$ cat config.mk
export PLATFORM = sky130hd
export DESIGN_NAME = fsol_loader
export DESIGN_NICKNAME = d
export VERILOG_FILES = /design/src/design/fsol_key_compare.v /design/src/design/fsol_loader.v
export VERILOG_INCLUDE_DIRS = /design/src /design/src/design
export SDC_FILE = /design/constraint.sdc
export NUM_CORES = 1
export LEC_CHECK = 0
export BUFFER_PORTS_ARGS = -buffer_cell sky130_fd_sc_hd__buf_2
export CAP_MARGIN = 5
export CORE_MARGIN = 2
export CORE_UTILIZATION = 26
export DETAILED_ROUTE_END_ITERATION = 8
export GPL_TIMING_DRIVEN = 0
export PLACE_DENSITY = 0.49
export SLEW_MARGIN = 10
export SYNTH_ARGS = -nofsm -noshare
export SYNTH_HDL_FRONTEND = slang
export SYNTH_SLANG_ARGS = --single-unit
$ cat constraint.sdc
create_clock -name MCLK -period 2.6 [get_ports MCLK]
set_input_delay 0.52 -clock MCLK [delete_from_list [all_inputs] [get_ports MCLK]]
set_output_delay 0.52 -clock MCLK [all_outputs]
set_load 0.05 [all_outputs]
$ cat src/design/fsol_map.vh
// Register map, field positions and encodings for the flash security option loader
`ifndef FSOL_MAP_VH
`define FSOL_MAP_VH
// -----------------------------------------------------------------------------
// Addresses
// -----------------------------------------------------------------------------
`define FSOL_HIGH_PAGE_BASE 16'h1800
`define FSOL_HIGH_PAGE_LAST 16'h185f
`define FSOL_ADDR_OPTION 16'h1821
`define FSOL_ADDR_CONFIG 16'h1823
`define FSOL_ADDR_PROTECT 16'h1824
`define FSOL_NV_KEY_BASE 16'hffb0
`define FSOL_NV_KEY_LAST 16'hffb7
`define FSOL_NV_PROTECT 16'hffbd
`define FSOL_NV_OPTION 16'hffbf
// -----------------------------------------------------------------------------
// Fields
// -----------------------------------------------------------------------------
`define FSOL_OPT_KEY_ENABLE_BIT 7
`define FSOL_OPT_NORED_BIT 6
`define FSOL_OPT_LOCK_MSB 1
`define FSOL_OPT_LOCK_LSB 0
`define FSOL_LOCK_OPEN 2'h2
`define FSOL_LOCK_FORCE 2'h3
`define FSOL_OPT_RSVD_MASK 8'hc3
`define FSOL_CFG_KEY_ACCESS_BIT 5
`define FSOL_CFG_MASK 8'h20
`define FSOL_KEY_BYTES 4'h8
`define FSOL_KEY_IDX_LAST 3'h7
`define FSOL_ZERO_BYTE 8'h00
`define FSOL_ERASED_BYTE 8'hff
`endif

$ cat src/design/fsol_key_compare.v
// Backdoor key byte comparator collecting an 8-byte match
module fsol_key_compare #(
    parameter NBYTES = 8
) (
    // Clock and reset
    input wire MCLK,
    input wire RESETN,
    // Control
    input wire clear,
    input wire byte_valid,
    input wire [2:0] byte_index,
    input wire [7:0] byte_data,
    input wire [8*NBYTES-1:0] key,
    // Result
    output reg all_match
);
    reg [NBYTES-1:0] hit_reg;
    reg [NBYTES-1:0] hit_next;
    integer i;

    always @* begin
        hit_next = hit_reg;
        if (clear) begin
            hit_next = {NBYTES{1'b0}};
        end else if (byte_valid) begin
            for (i = 0; i < NBYTES; i = i + 1) begin
                if (byte_index == i[2:0]) begin
                    hit_next[i] = (key[8*i +: 8] == byte_data);
                end
            end
        end
    end

    always @(posedge MCLK or negedge RESETN) begin
        if (!RESETN) begin
            hit_reg <= {NBYTES{1'b0}};
            all_match <= 1'b0;
        end else begin
            hit_reg <= hit_next;
            all_match <= &hit_next;
        end
    end
endmodule // fsol_key_compare

$ cat src/design/fsol_loader.v
// Protection and option loader with security gating of RAM
`include "fsol_map.vh"

module fsol_loader (
    // Clock and reset
    input wire MCLK,
    input wire RESETN,
    // CPU bus
    input wire [15:0] BUS_ADDR,
    input wire [7:0] BUS_WDATA,
    input wire BUS_WR,
    input wire BUS_RD,
    input wire BUS_FROM_SECURE,
    input wire BUS_DEBUG,
    output reg [7:0] BUS_RDATA,
    output wire BUS_HIT,
    // Nonvolatile read port
    output wire [15:0] NV_ADDR,
    input wire [7:0] NV_DATA,
    // Flash engine status
    input wire BLANK_AFTER_ERASE,
    // RAM access gate
    input wire RAM_SEL,
    output wire RAM_DENY,
    // Live state
    output wire [7:0] LIVE_PROTECT,
    output wire [7:0] LIVE_OPTION,
    output wire SECURED,
    output wire LOAD_DONE
);
    // -------------------------------------------------------------------------
    // Load sequencer
    // -------------------------------------------------------------------------
    localparam ST_KEY = 2'h0;
    localparam ST_PROT = 2'h1;
    localparam ST_OPT = 2'h2;
    localparam ST_RUN = 2'h3;

    reg [1:0] state_reg;
    reg [1:0] state_next;
    reg [2:0] kidx_reg;
    reg [2:0] kidx_next;
    reg [63:0] key_reg;
    reg [63:0] key_next;
    reg [7:0] prot_reg;
    reg [7:0] prot_next;
    reg [7:0] opt_reg;
    reg [7:0] opt_next;
    reg [7:0] cfg_reg;
    reg [7:0] cfg_next;
    reg unlock_reg;
    reg unlock_next;
    reg [2:0] widx_reg;
    reg [2:0] widx_next;
    reg prot_wr_reg;
    reg prot_wr_next;

    // -------------------------------------------------------------------------
    // Address and security decode
    // -------------------------------------------------------------------------
    wire run = (state_reg == ST_RUN);
    wire lock_open = (opt_reg[`FSOL_OPT_LOCK_MSB:`FSOL_OPT_LOCK_LSB] == `FSOL_LOCK_OPEN);
    wire key_en = opt_reg[`FSOL_OPT_KEY_ENABLE_BIT];
    wire key_access = cfg_reg[`FSOL_CFG_KEY_ACCESS_BIT];
    wire in_page = (BUS_ADDR >= `FSOL_HIGH_PAGE_BASE) && (BUS_ADDR <= `FSOL_HIGH_PAGE_LAST);
    wire hit_opt = in_page && (BUS_ADDR == `FSOL_ADDR_OPTION);
    wire hit_cfg = in_page && (BUS_ADDR == `FSOL_ADDR_CONFIG);
    wire hit_prot = in_page && (BUS_ADDR == `FSOL_ADDR_PROTECT);
    // Key bytes are written into the key's own address range
    wire key_window = (BUS_ADDR >= `FSOL_NV_KEY_BASE) && (BUS_ADDR <= `FSOL_NV_KEY_LAST);
    // Arming the access bit restarts the byte count and the compare
    wire cfg_write = BUS_WR && hit_cfg;
    // Key bytes only count from secure code, never from debug
    wire key_ok_src = BUS_FROM_SECURE && !BUS_DEBUG;
    wire key_write = run && key_en && key_access && key_ok_src && BUS_WR && key_window;
    wire match;

    // -------------------------------------------------------------------------
    // Security state and live outputs
    // -------------------------------------------------------------------------
    assign SECURED = !(lock_open || unlock_reg);
    // Deny only gates an access; RAM contents are never touched here
    assign RAM_DENY = SECURED && RAM_SEL && (BUS_DEBUG || !BUS_FROM_SECURE);
    assign BUS_HIT = hit_opt || hit_cfg || hit_prot;
    assign LIVE_PROTECT = prot_reg;
    assign LIVE_OPTION = opt_reg;
    assign LOAD_DONE = run;
    // Nonvolatile address walks the key bytes, then protect, then option
    assign NV_ADDR = (state_reg == ST_KEY) ? (`FSOL_NV_KEY_BASE + {13'h0000, kidx_reg}) :
                     (state_reg == ST_PROT) ? `FSOL_NV_PROTECT : `FSOL_NV_OPTION;

    // -------------------------------------------------------------------------
    // Backdoor key comparator
    // -------------------------------------------------------------------------
    fsol_key_compare #(
        .NBYTES(8)
    ) u_cmp (
        .MCLK(MCLK),
        .RESETN(RESETN),
        .clear(!key_access || cfg_write),
        .byte_valid(key_write),
        .byte_index(widx_reg),
        .byte_data(BUS_WDATA),
        .key(key_reg),
        .all_match(match)
    );

    // -------------------------------------------------------------------------
    // Next state
    // -------------------------------------------------------------------------
    always @* begin
        state_next = state_reg;
        kidx_next = kidx_reg;
        key_next = key_reg;
        prot_next = prot_reg;
        opt_next = opt_reg;
        cfg_next = cfg_reg;
        unlock_next = unlock_reg;
        widx_next = widx_reg;
        prot_wr_next = prot_wr_reg;
        case (state_reg)
            ST_KEY: begin
                // Byte index wraps to zero as the protect fetch begins
                key_next[8*kidx_reg +: 8] = NV_DATA;
                kidx_next = kidx_reg + 3'h1;
                if (kidx_reg == `FSOL_KEY_IDX_LAST) begin
                    state_next = ST_PROT;
                end
            end
            ST_PROT: begin
                prot_next = NV_DATA;
                state_next = ST_OPT;
            end
            ST_OPT: begin
                // Reserved option bits always read as zero
                opt_next = NV_DATA & `FSOL_OPT_RSVD_MASK;
                state_next = ST_RUN;
            end
            ST_RUN: begin
                if (cfg_write) begin
                    cfg_next = BUS_WDATA & `FSOL_CFG_MASK;
                    widx_next = 3'h0;
                end
                // Protect may be overwritten with any value once per reset by a bus write
                if (BUS_WR && hit_prot && !prot_wr_reg) begin
                    prot_next = BUS_WDATA;
                    prot_wr_next = 1'b1;
                end
                if (key_write) begin
                    widx_next = widx_reg + 3'h1;
                end
                // A match only opens the part while the key is enabled
                if (match && key_en) begin
                    unlock_next = 1'b1;
                end
                // Erase then blank verify opens the part
                if (BLANK_AFTER_ERASE) begin
                    unlock_next = 1'b1;
                end
            end
            default: begin
                state_next = ST_KEY;
            end
        endcase
    end

    // -------------------------------------------------------------------------
    // Register update
    // -------------------------------------------------------------------------
    always @(posedge MCLK or negedge RESETN) begin
        if (!RESETN) begin
            state_reg <= ST_KEY;
            kidx_reg <= 3'h0;
            key_reg <= {8{`FSOL_ERASED_BYTE}};
            prot_reg <= `FSOL_ERASED_BYTE;
            // Secured until the stored option byte has been read
            opt_reg <= {6'h00, `FSOL_LOCK_FORCE};
            cfg_reg <= `FSOL_ZERO_BYTE;
            unlock_reg <= 1'b0;
            widx_reg <= 3'h0;
            prot_wr_reg <= 1'b0;
        end else begin
            state_reg <= state_next;
            kidx_reg <= kidx_next;
            key_reg <= key_next;
            prot_reg <= prot_next;
            opt_reg <= opt_next;
            cfg_reg <= cfg_next;
            unlock_reg <= unlock_next;
            widx_reg <= widx_next;
            prot_wr_reg <= prot_wr_next;
        end
    end

    // -------------------------------------------------------------------------
    // Read data
    // -------------------------------------------------------------------------
    // Unmapped reads return zero so no stale byte leaks out
    always @(posedge MCLK or negedge RESETN) begin
        if (!RESETN) begin
            BUS_RDATA <= `FSOL_ZERO_BYTE;
        end else if (BUS_RD && hit_opt) begin
            BUS_RDATA <= opt_reg;
        end else if (BUS_RD && hit_cfg) begin
            BUS_RDATA <= cfg_reg;
        end else if (BUS_RD && hit_prot) begin
            BUS_RDATA <= prot_reg;
        end else begin
            BUS_RDATA <= `FSOL_ZERO_BYTE;
        end
    end
endmodule // fsol_loader

==> metrics.md, run 1 <==
| Metric | Value |
|---|---|
| Clk pwr share | 41.9% |
| Non-Filler Instances | 831 |
| Layout cell share with drive strength beyond 1 | 50.5% |
| Fill cells | 2122 |
| Post-Synthesis Cell Area | 5530 sq um |
| Routed Antenna Nets | 0 |
| DRC viols | 0 |
| Part of the cycle the worst path needs | 96.7% |
| Setup slack after layout | 0.0859 ns |
| Hold/Removal Path Class | in2async |
| Clock-pin slew on the worst setup and hold paths | 0.08 ns |
| Worst Skew | 0.00930 ns |
| Diode count | 0 |
| Area Growth Syn to Fin | 22.3% |
| Starting Density | 26.4% |
| Int Pwr | 2840 uW |
| Static Leak | 0.00265 uW |
| Largest register FFs | 64 |
| Multi-input logic area | 2750 sq um |
| Synth Instances | 461 |
| Setup_tns | 0 ns |
| Post-synthesis cell type count | 43 |
| Synthesis Warnings | 0 |
| Pwr Density | 556 nW/um^2 |
| Post-CTS Hold Buffers | 0 |
| Hold WS | 0.107 ns |
| Synthesized flop and latch total | 104 |
| Ports | 84 |
| Worst slew pin tran | 1.02 ns |
| Routed WL | 14.0 mm |
| Vias in the first global route | 3835 |
| Async S/R FF share, synth | 100% |
| Yosys top cell area share | 35.2% |
| CP Max Fanout | 8 |
| Gr usage total | 12.9% |
| Count of final hold-check violations | 0 |
| CTS Sinks | 104 |
| Tmin final | 2.51 ns |
| Die Ht | 150 um |
| Switching Power | 915 uW |
| TritonCTS clock tree | yes |
| Top-count cell post-synth | mux2_2 |
| Sequential Area | 2700 sq um |
| Sequential share of the synthesized area | 48.7% |
| Post-synth top area cell | dfstp_2 |
| Die area | 22500 sq um |
| # setup viols final | 0 |
| NumNets Final | 607 |
| Rel. slew slack | 32.0% |
| Via count | 3673 |
| DR iter-0 viols | 152 |
| Worst-skew pair later-pin latency | 0.35 ns |
| Main synth FF type | dfstp_2 |
| HPWL Detailed | 10.3 mm |
| Syn Area/Cell | 12.0 sq um |
| Post-synth top cells | mux2_2, dfstp_2, xnor2_1 |
| Post-route cell area | 6770 sq um |
| WP data required | 2.85 ns |
| Post-synth EDFFs | 0 |
| DRT Pass-1 Iters | 4 |
| Largest net degree at the start of global routing | 55 |
| Kind of critical path | reg2reg |
| Status | finished, final reports clean |
| Pins Over Slew Limit | 0 |
| Max Fclk | 398 MHz |
| IO buf count | 59 |
| Worst Setup End Kind | flip-flop |
| # rows | 53 |
| VDD IR-drop max | 0.000560 V |
| Routed wire per std cell | 16.8 um |
| First-pass GRT wire length | 21.9 mm |
| Max-Cap Viols | 0 |
| Htree depth | 3 |
| DP Cell Count | 810 |
| Die Width | 150 um |
| Via density | 4.42 |
| RePlAce Congestion | 0.769 |
| Setup WS pre-CTS | -0.243 ns |
| Worst EP arrival | 2.77 ns |
| Dpl cell area | 6260 sq um |
| Startpoint Class | flip-flop |
| CTS root buffer | clkbuf_16 |
| Placeable Area | 21000 sq um |
| Sequential share of power | 47.1% |
| Antenna violations before repair | 1 |
| Combinational share of power | 11.0% |
| Total gr overflow | 0 |
| Synth area leaders | dfstp_2, mux2_2, dfrtp_1 |
| Num CTS Buffers | 9 |
| Longest Clk Path Bufs | 2 |
| Sw frac | 24.3% |
## kinds of logic (layout without fill, tap and decap cells)
family | count (synthesis) | in the layout | synth area share (%)
buffers and inverters | 43 | 124 | 4.03
AO/OA/AOI/OAI | 31 | 31 | 3.62
other | 2 | 16 | 0.136
adder cells (fa/ha/maj) | 16 | 16 | 3.62
AND/OR/NAND/NOR | 112 | 112 | 11.8
flip-flops | 104 | 104 | 48.7
XOR/XNOR | 65 | 65 | 10.3
multiplexers | 88 | 88 | 17.8
## per-stage QoR
stage	util, %	total power [uW]
6_report	32.3	3760
4_1_cts	31.7	3820
3_5_place_dp	29.9	2210
3_3_place_gp	29.7	2200
5_1_grt	32.3	3920
2_1_floorplan	-	2070
## final timing paths
| path | slack (ns) | cells past startpoint | startpoint | to |
|---|---|---|---|---|
| hold reg to reg | 0.48 | 1 | unlock_reg | unlock_reg |
| hold / removal | 0.11 | 1 | RESETN | BUS_RDATA[7] |
| max in group asynchronous | 1.79 | 2 | RESETN | key_reg[29] |
| setup / recovery | 0.09 | 8 | state_reg[1] | u_cmp.all_match |
| min in group MCLK | 0.44 | 3 | BUS_RD | BUS_RDATA[5] |
| setup reg to reg | 0.09 | 8 | state_reg[1] | u_cmp.all_match |
## placed cells by master (no fill, tap or decap), types with 3 or more instances in the layout
cell type and count:
mux2_2 83, nor2_4 4, bufinv_16 3, nand3_1 7, and2_1 19, xnor2_1 64, nand2_1 13, dfstp_2 74
nand2b_1 3, buf_4 22, buf_2 57, o21ai_0 10, clkbuf_1 9, a21oi_2 5, conb_1 16, a22o_1 4
or4_1 5, clkbuf_16 9, ha_1 14, mux2i_1 5, nor2_1 15, a21oi_1 3, and3_1 4, buf_1 4
dfrtp_2 3, nand4_1 26, inv_1 11, dfrtp_1 27
## per-layer routing
layer | vias up | wire, um | GRT usage (%)
li1 | 1749 | - | -
met1 | 1821 | 6530 | 17.1
met2 | 91 | 6590 | 21.3
met3 | 12 | 660 | 2.59
met4 | 0 | 212 | 3.82
met5 | - | 0 | 0
## timing repair
| action | CTS | global route |
|---|---|---|
| endpoints found under the setup margin | 49 | 42 |
| resized for setup | 7 | 17 |
| pin swaps | 1 | 5 |
| gates cloned | 0 | 0 |
| setup buffers | 1 | 6 |
## worst max-delay path, cell delays in order, from the launching register on
cell      delay, ns
dfrtp_2        0.42
ha_4           0.18
nand4_1        0.10
or4_4          0.43
clkbuf_4       0.18
or4_1          0.55
a21oi_2        0.18
nand4_1        0.13
nor4b_2        0.23
## power by group through the flow
stage	sequential, uW	clock, uW	combinational, uW
3_3_place_gp	1790	0	408
6_report	1770	1580	413
5_1_grt	1780	1700	449
3_5_place_dp	1800	0	418
2_1_floorplan	1820	0	248
4_1_cts	1770	1630	420
## layout make-up
class                      count  share of cell area (%)
multi-input combinational    328                    40.7
sequential                   104                    39.9
timing repair buffer          67                    6.05
tap                          275                    5.09
clock buffer                  10                    3.38
buffer                        29                    2.55
clock inverter                 6                    1.72
inverter                      12                   0.666
(Power assumes the default switching activity.)
==> inputs of run 2 (changes only) <==
--- a/config.mk
+++ b/config.mk
@@ -12,8 +12,7 @@
 export CORE_UTILIZATION = 26
 export DETAILED_ROUTE_END_ITERATION = 8
 export GPL_TIMING_DRIVEN = 0
-export PLACE_DENSITY = 0.49
-export SLEW_MARGIN = 10
+export PLACE_DENSITY = 0.53
 export SYNTH_ARGS = -nofsm -noshare
 export SYNTH_HDL_FRONTEND = slang
 export SYNTH_SLANG_ARGS = --single-unit
==> run 2 against run 1 <==
Sequential share of layout area rose by 0.50 points. Combinational power fell by 1%. Final area fell by 1.3%. Count of clock-buffer cells in the layout did not move. Die area did not move. Cell count fell by 0.12%. Clock power fell by 16%.
==> metrics.md, run 2 (synthesis results as in run 1) <==
| Metric | Value |
|---|---|
| Max Fclk | 398 MHz (about the same) |
| Via density | 4.51 (was 4.42) |
| Static Leak | 0.00262 uW (was 0.00265 uW) |
| Fill cells | 2123 (was 2122) |
| Count of final hold-check violations | 0 (unchanged) |
| WP data required | 2.87 ns (was 2.85 ns) |
| NumNets Final | 606 (was 607) |
| Die Ht | 150 um (unchanged) |
| Placeable Area | 21000 sq um (unchanged) |
| Routed WL | 14.1 mm (was 14.0 mm) |
| Largest net degree at the start of global routing | 60 (was 55) |
| DRT Pass-1 Iters | 5 (was 4) |
| Worst slew pin tran | 0.925 ns (was 1.02 ns) |
| First-pass GRT wire length | 21.8 mm (was 21.9 mm) |
| Slowest cell on crit path | or4_1 (unchanged) |
| Via count | 3740 (was 3673) |
| Setup WS pre-CTS | -0.265 ns (was -0.243 ns) |
| Antenna violations before repair | 0 (was 1) |
| Worst Skew | 0.0101 ns (was 0.00930 ns) |
| RePlAce Congestion | 0.826 (was 0.769) |
| Part of the cycle the worst path needs | 96.6% (was 96.7%) |
| Setup slack after layout | 0.0878 ns (was 0.0859 ns) |
| Post-Route Utilization | 31.9% (was 32.3%) |
| Worst EP arrival | 2.78 ns (was 2.77 ns) |
| Most common cell after layout, fill and taps aside | mux2_2 (unchanged) |
| Die area | 22500 sq um (unchanged) |
| # rows | 53 (unchanged) |
| DP Cell Count | 810 (unchanged) |
| CTS Sinks | 104 (unchanged) |
| Worst-skew pair later-pin latency | 0.36 ns (was 0.35 ns) |
| Hold WS | 0.160 ns (was 0.107 ns) |
| Ports | 84 (unchanged) |
| Starting Density | 26.4% (unchanged) |
| Worst path cell trace | ha_4 -> nand4_1 -> or4_1 -> buf_2 -> or4_1 -> a21oi_2 -> nand4_1 -> nor4b_2 (was ha_4 -> nand4_1 -> or4_4 -> clkbuf_4 -> or4_1 -> a21oi_2 -> nand4_1 -> nor4b_2) |
| Htree depth | 3 (unchanged) |
| Worst Setup End Kind | flip-flop (unchanged) |
| Rel. slew slack | 38.4% (was 32.0%) |
| RSZ-0062 raised after global routing | true |
| Longest Clk Path Bufs | 2 (unchanged) |
| Status | finished, final reports clean (unchanged) |
| Kind of critical path | reg2reg (unchanged) |
| Routed wire per std cell | 17.0 um (was 16.8 um) |
| CP Max Fanout | 8 (unchanged) |
| Critical path's largest stage delay | 0.54 ns (was 0.55 ns) |
| Die Width | 150 um (unchanged) |
| Gr usage total | 13.0% (was 12.9%) |
| DRC viols | 0 (unchanged) |
| Num CTS Buffers | 9 (unchanged) |
| Vias in the first global route | 3899 (was 3835) |
| DR iter-0 viols | 137 (was 152) |
| Diode count | 0 (unchanged) |
| Largest register FFs | 64 (unchanged) |
| Tmin final | 2.51 ns (about the same) |
| Commonest non-fill, non-tap cells in the layout | mux2_2, dfstp_2, xnor2_1 (unchanged) |
| IO buf count | 59 (unchanged) |
| Worst reg2reg setup slack | 0.09 ns (about the same) |
| # setup viols final | 0 (unchanged) |
| Hold/Removal Path Class | in2async (unchanged) |
| Clock-pin slew on the worst setup and hold paths | 0.08 ns (about the same) |
| Routed Antenna Nets | 0 (unchanged) |
| CTS root buffer | clkbuf_16 (unchanged) |
| Max-Cap Viols | 0 (unchanged) |
| Total gr overflow | 0 (unchanged) |
| Pwr Density | 524 nW/um^2 (was 556 nW/um^2) |
| Pins Over Slew Limit | 0 (unchanged) |
| Layout cell share with drive strength beyond 1 | 50.1% (was 50.5%) |
| Startpoint Class | flip-flop (unchanged) |
| Setup_tns | 0 ns (unchanged) |
| TritonCTS clock tree | yes (unchanged) |
| VDD IR-drop max | 0.000264 V (was 0.000560 V) |
| Area Growth Syn to Fin | 20.7% (was 22.3%) |
| HPWL Detailed | 10.5 mm (was 10.3 mm) |
| Non-Filler Instances | 830 (was 831) |
run 2: stage by stage:
| stage | total power (uW) | instance area, sq um |
|---|---|---|
| after CTS | 3550 | 6570 |
| after detailed placement | 2210 | 6260 |
| after global placement | 2200 | 6230 |
| after global routing | 3660 | 6680 |
| after floorplan | 2070 | 5590 |
| final | 3500 | 6680 |
run 2: final cells by class:
class / count / area (sq um) / area share, %
Clock buffer: 10 / 229 / 3.43
Timing Repair Buffer: 66 / 398 / 5.96
Clock inverter: 6 / 52.6 / 0.787
Sequential cell: 104 / 2700 / 40.4
Buffer: 29 / 170 / 2.55
Inverter: 12 / 45.0 / 0.675
Multi-Input combinational cell: 328 / 2740 / 41.1
Tap cell: 275 / 344 / 5.15
run 2: repair_timing:
item / in CTS / in global routing
hold buffers: 0 / 0
buffers inserted: 0 / 6
setup endpoints to repair: 49 / 57
gates resized for setup: 9 / 11
pin swaps: 0 / 2
run 2: routing by layer:
metal,wire [um],global-route usage (%),vias to the layer above
met5,0,0,-
met1,6360,16.4,1886
met4,211,4.34,0
met3,749,3.14,13
met2,6770,21.8,84
li1,-,-,1757
run 2: worst paths after layout:
check	startpoint	to	depth (start not counted)
worst max-delay path	state_reg[1]	u_cmp.all_match	8
worst min-delay path	RESETN	BUS_RDATA[2]	1
worst max register to register	state_reg[1]	u_cmp.all_match	8
worst min register to register	prot_wr_reg	prot_wr_reg	1
max in group asynchronous	RESETN	key_reg[44]	2
min in group MCLK	BUS_RD	BUS_RDATA[3]	2
run 2: report_power, final:
group	internal [uW]	switching [uW]	total, uW
Sequential	1730	44.6	1770
Clock	668	651	1320
Combinational	167	242	409
Total	2560	937	3500
run 2: worst max-delay path: cells and delay by family, from the launching register on:
kind / cells / cell delay (ns)
DFF: 1 / 0.43
and+or+nand+nor: 5 / 1.42
buffers and inverters: 1 / 0.18
adders and majority gates: 1 / 0.20
AOI/OAI and AO/OA: 1 / 0.18
==> inputs of run 3 (changes only) <==
--- a/config.mk
+++ b/config.mk
@@ -10,6 +10,7 @@
 export CAP_MARGIN = 5
 export CORE_MARGIN = 2
 export CORE_UTILIZATION = 26
+export CTS_CLUSTER_DIAMETER = 40
 export DETAILED_ROUTE_END_ITERATION = 8
 export GPL_TIMING_DRIVEN = 0
 export PLACE_DENSITY = 0.53
==> constraint.sdc (replaced) <==
create_clock -name MCLK -period 2.78 [get_ports MCLK]
set_input_delay 0.556 -clock MCLK [delete_from_list [all_inputs] [get_ports MCLK]]
set_output_delay 0.556 -clock MCLK [all_outputs]
set_load 0.05 [all_outputs]
==> run 3 against run 2 <==
First-iteration DRC count fell by 18%. Wire length fell by 0.29%. Hold slack improved by 0.061 ns. Final area fell by 0.75%. Critical path depth did not move. Cell count fell by 0.48%. Clock skew fell by 0.0021 ns. Maximum frequency fell by 5.5%. Total power fell by 2.4%. Register-to-register slack improved by 0.03 ns. Die area did not move. Critical endpoint unchanged. Largest cell class unchanged. Highest routed layer unchanged.
==> metrics.md, run 3 (synthesis results as in run 1) <==
| Metric | Value |
|---|---|
| Max Fclk | 376 MHz (was 398 MHz) |
| Worst path cell trace | ha_2 -> nand4_1 -> or4_1 -> buf_2 -> or4_1 -> a21oi_1 -> nand4_1 -> nor4b_2 (was ha_4 -> nand4_1 -> or4_1 -> buf_2 -> or4_1 -> a21oi_2 -> nand4_1 -> nor4b_2) |
| Worst-skew pair later-pin latency | 0.36 ns (about the same) |
| Tmin final | 2.66 ns (was 2.51 ns) |
| Critical path's largest stage delay | 0.52 ns (was 0.54 ns) |
| Num CTS Buffers | 9 (unchanged) |
| Die Width | 150 um (unchanged) |
| Gr usage total | 13.1% (was 13.0%) |
| Starting Density | 26.4% (unchanged) |
| Pins Over Slew Limit | 0 (unchanged) |
| Clock-pin slew on the worst setup and hold paths | 0.07 ns (was 0.08 ns) |
| Worst EP arrival | 2.92 ns (was 2.78 ns) |
| VDD IR-drop max | 0.000256 V (was 0.000264 V) |
| Non-Filler Instances | 826 (was 830) |
| Htree depth | 3 (unchanged) |
| CTS root buffer | clkbuf_16 (unchanged) |
| Rel. slew slack | 35.8% (was 38.4%) |
| RSZ-0062 raised after global routing | true (unchanged) |
| Part of the cycle the worst path needs | 95.6% (was 96.6%) |
| CTS Sinks | 104 (unchanged) |
| Max-Cap Viols | 0 (unchanged) |
| Total gr overflow | 0 (unchanged) |
| RePlAce Congestion | 0.801 (was 0.826) |
| Worst Setup End Kind | flip-flop (unchanged) |
| Hold/Removal Path Class | in2async (unchanged) |
| Worst slew pin tran | 0.963 ns (was 0.925 ns) |
| Status | finished, final reports clean (unchanged) |
| Die Ht | 150 um (unchanged) |
| First-pass GRT wire length | 22.2 mm (was 21.8 mm) |
| Die area | 22500 sq um (unchanged) |
| Ports | 84 (unchanged) |
| IO buf count | 59 (unchanged) |
| TritonCTS clock tree | yes (unchanged) |
| DR iter-0 viols | 113 (was 137) |
| NumNets Final | 602 (was 606) |
| Fill cells | 2129 (was 2123) |
| Routed wire per std cell | 17.0 um (about the same) |
| Largest register FFs | 64 (unchanged) |
| # setup viols final | 0 (unchanged) |
| # rows | 53 (unchanged) |
| CP bufs+invs | 1 (unchanged) |
| WP data required | 3.04 ns (was 2.87 ns) |
| DRT Pass-1 Iters | 4 (was 5) |
| Placeable Area | 21000 sq um (unchanged) |
| Routed Antenna Nets | 0 (unchanged) |
| Hold WS | 0.221 ns (was 0.160 ns) |
| DP Cell Count | 810 (unchanged) |
| Via count | 3715 (was 3740) |
| Slowest cell on crit path | or4_1 (unchanged) |
| Longest Clk Path Bufs | 2 (unchanged) |
| Routed WL | 14.1 mm (about the same) |
| Startpoint Class | flip-flop (unchanged) |
| Layout cell share with drive strength beyond 1 | 48.1% (was 50.1%) |
| DRC viols | 0 (unchanged) |
| Via density | 4.50 (was 4.51) |
| Vias in the first global route | 3969 (was 3899) |
| Most common cell after layout, fill and taps aside | mux2_2 (unchanged) |
| Area Growth Syn to Fin | 19.8% (was 20.7%) |
| Worst Skew | 0.00804 ns (was 0.0101 ns) |
| Commonest non-fill, non-tap cells in the layout | mux2_2, dfstp_2, xnor2_1 (unchanged) |
| Kind of critical path | reg2reg (unchanged) |
| Static Leak | 0.00261 uW (was 0.00262 uW) |
| Count of final hold-check violations | 0 (unchanged) |
| Diode count | 0 (unchanged) |
| Largest net degree at the start of global routing | 60 (unchanged) |
| CP Max Fanout | 8 (unchanged) |
| HPWL Detailed | 10.3 mm (was 10.5 mm) |
| Pwr Density | 515 nW/um^2 (was 524 nW/um^2) |
| Worst path top cell family by delay | simple AND/OR/NAND/NOR gates (unchanged) |
| Antenna violations before repair | 1 (was 0) |
==> run 3: cell type report <==
class,count,area [sq um],share of cell area (%)
clock inverter,6,92.6,1.40
sequential,104,2700,40.7
timing repair buffer,61,348,5.25
tap,275,344,5.19
inverter,12,45.0,0.680
buffer,30,174,2.62
multi-input combinational,328,2700,40.7
clock buffer,10,229,3.45
==> run 3: metal layers <==
metal | up-vias | track usage, % | wire, um
met4 | 0 | 4.25 | 248
li1 | 1747 | - | -
met5 | - | 0 | 0
met2 | 94 | 22.0 | 6710
met3 | 16 | 3.20 | 737
met1 | 1858 | 16.6 | 6360
==> run 3: what timing repair did <==
item                       4_1_cts  5_1_grt
gates resized for setup          3        8
hold buffers                     0        0
setup endpoints to repair       34       42
buffers inserted                 0        1
==> run 3: through the flow <==
step | TNS [ns] | setup WS (ns) | total power, uW | utilization (%) | area [sq um]
after floorplan | 0 | 0.0299 | 1930 | - | 5580
after detailed placement | -1.20 | -0.0703 | 2070 | 29.8 | 6250
after global routing | -0.00745 | -0.00745 | 3560 | 31.6 | 6630
after global placement | -0.0187 | -0.0121 | 2050 | 29.7 | 6220
final | 0 | 0.123 | 3410 | 31.6 | 6630
after CTS | -1.76 | -0.0987 | 3470 | 31.4 | 6580
==> run 3: power by group <==
part	switching [uW]	internal, uW	leakage (uW)	total [uW]
Clock	580	796	0.000155	1380
Sequential	40.7	1610	0.00118	1650
Combinational	227	156	0.00128	383
Total	847	2570	0.00261	3410
==> run 3: path summary, 6_finish.rpt <==
| path | from | to | slack, ns | cells past startpoint |
|---|---|---|---|---|
| worst max-delay path | state_reg[1] | u_cmp.all_match | 0.12 | 8 |
| worst min-delay path | RESETN | LIVE_OPTION[7] | 0.22 | 1 |
| worst max register to register | state_reg[1] | u_cmp.all_match | 0.12 | 8 |
| worst min register to register | unlock_reg | unlock_reg | 0.47 | 1 |
| max in group asynchronous | RESETN | key_reg[38] | 1.78 | 2 |
| min in group MCLK | unlock_reg | unlock_reg | 0.47 | 1 |
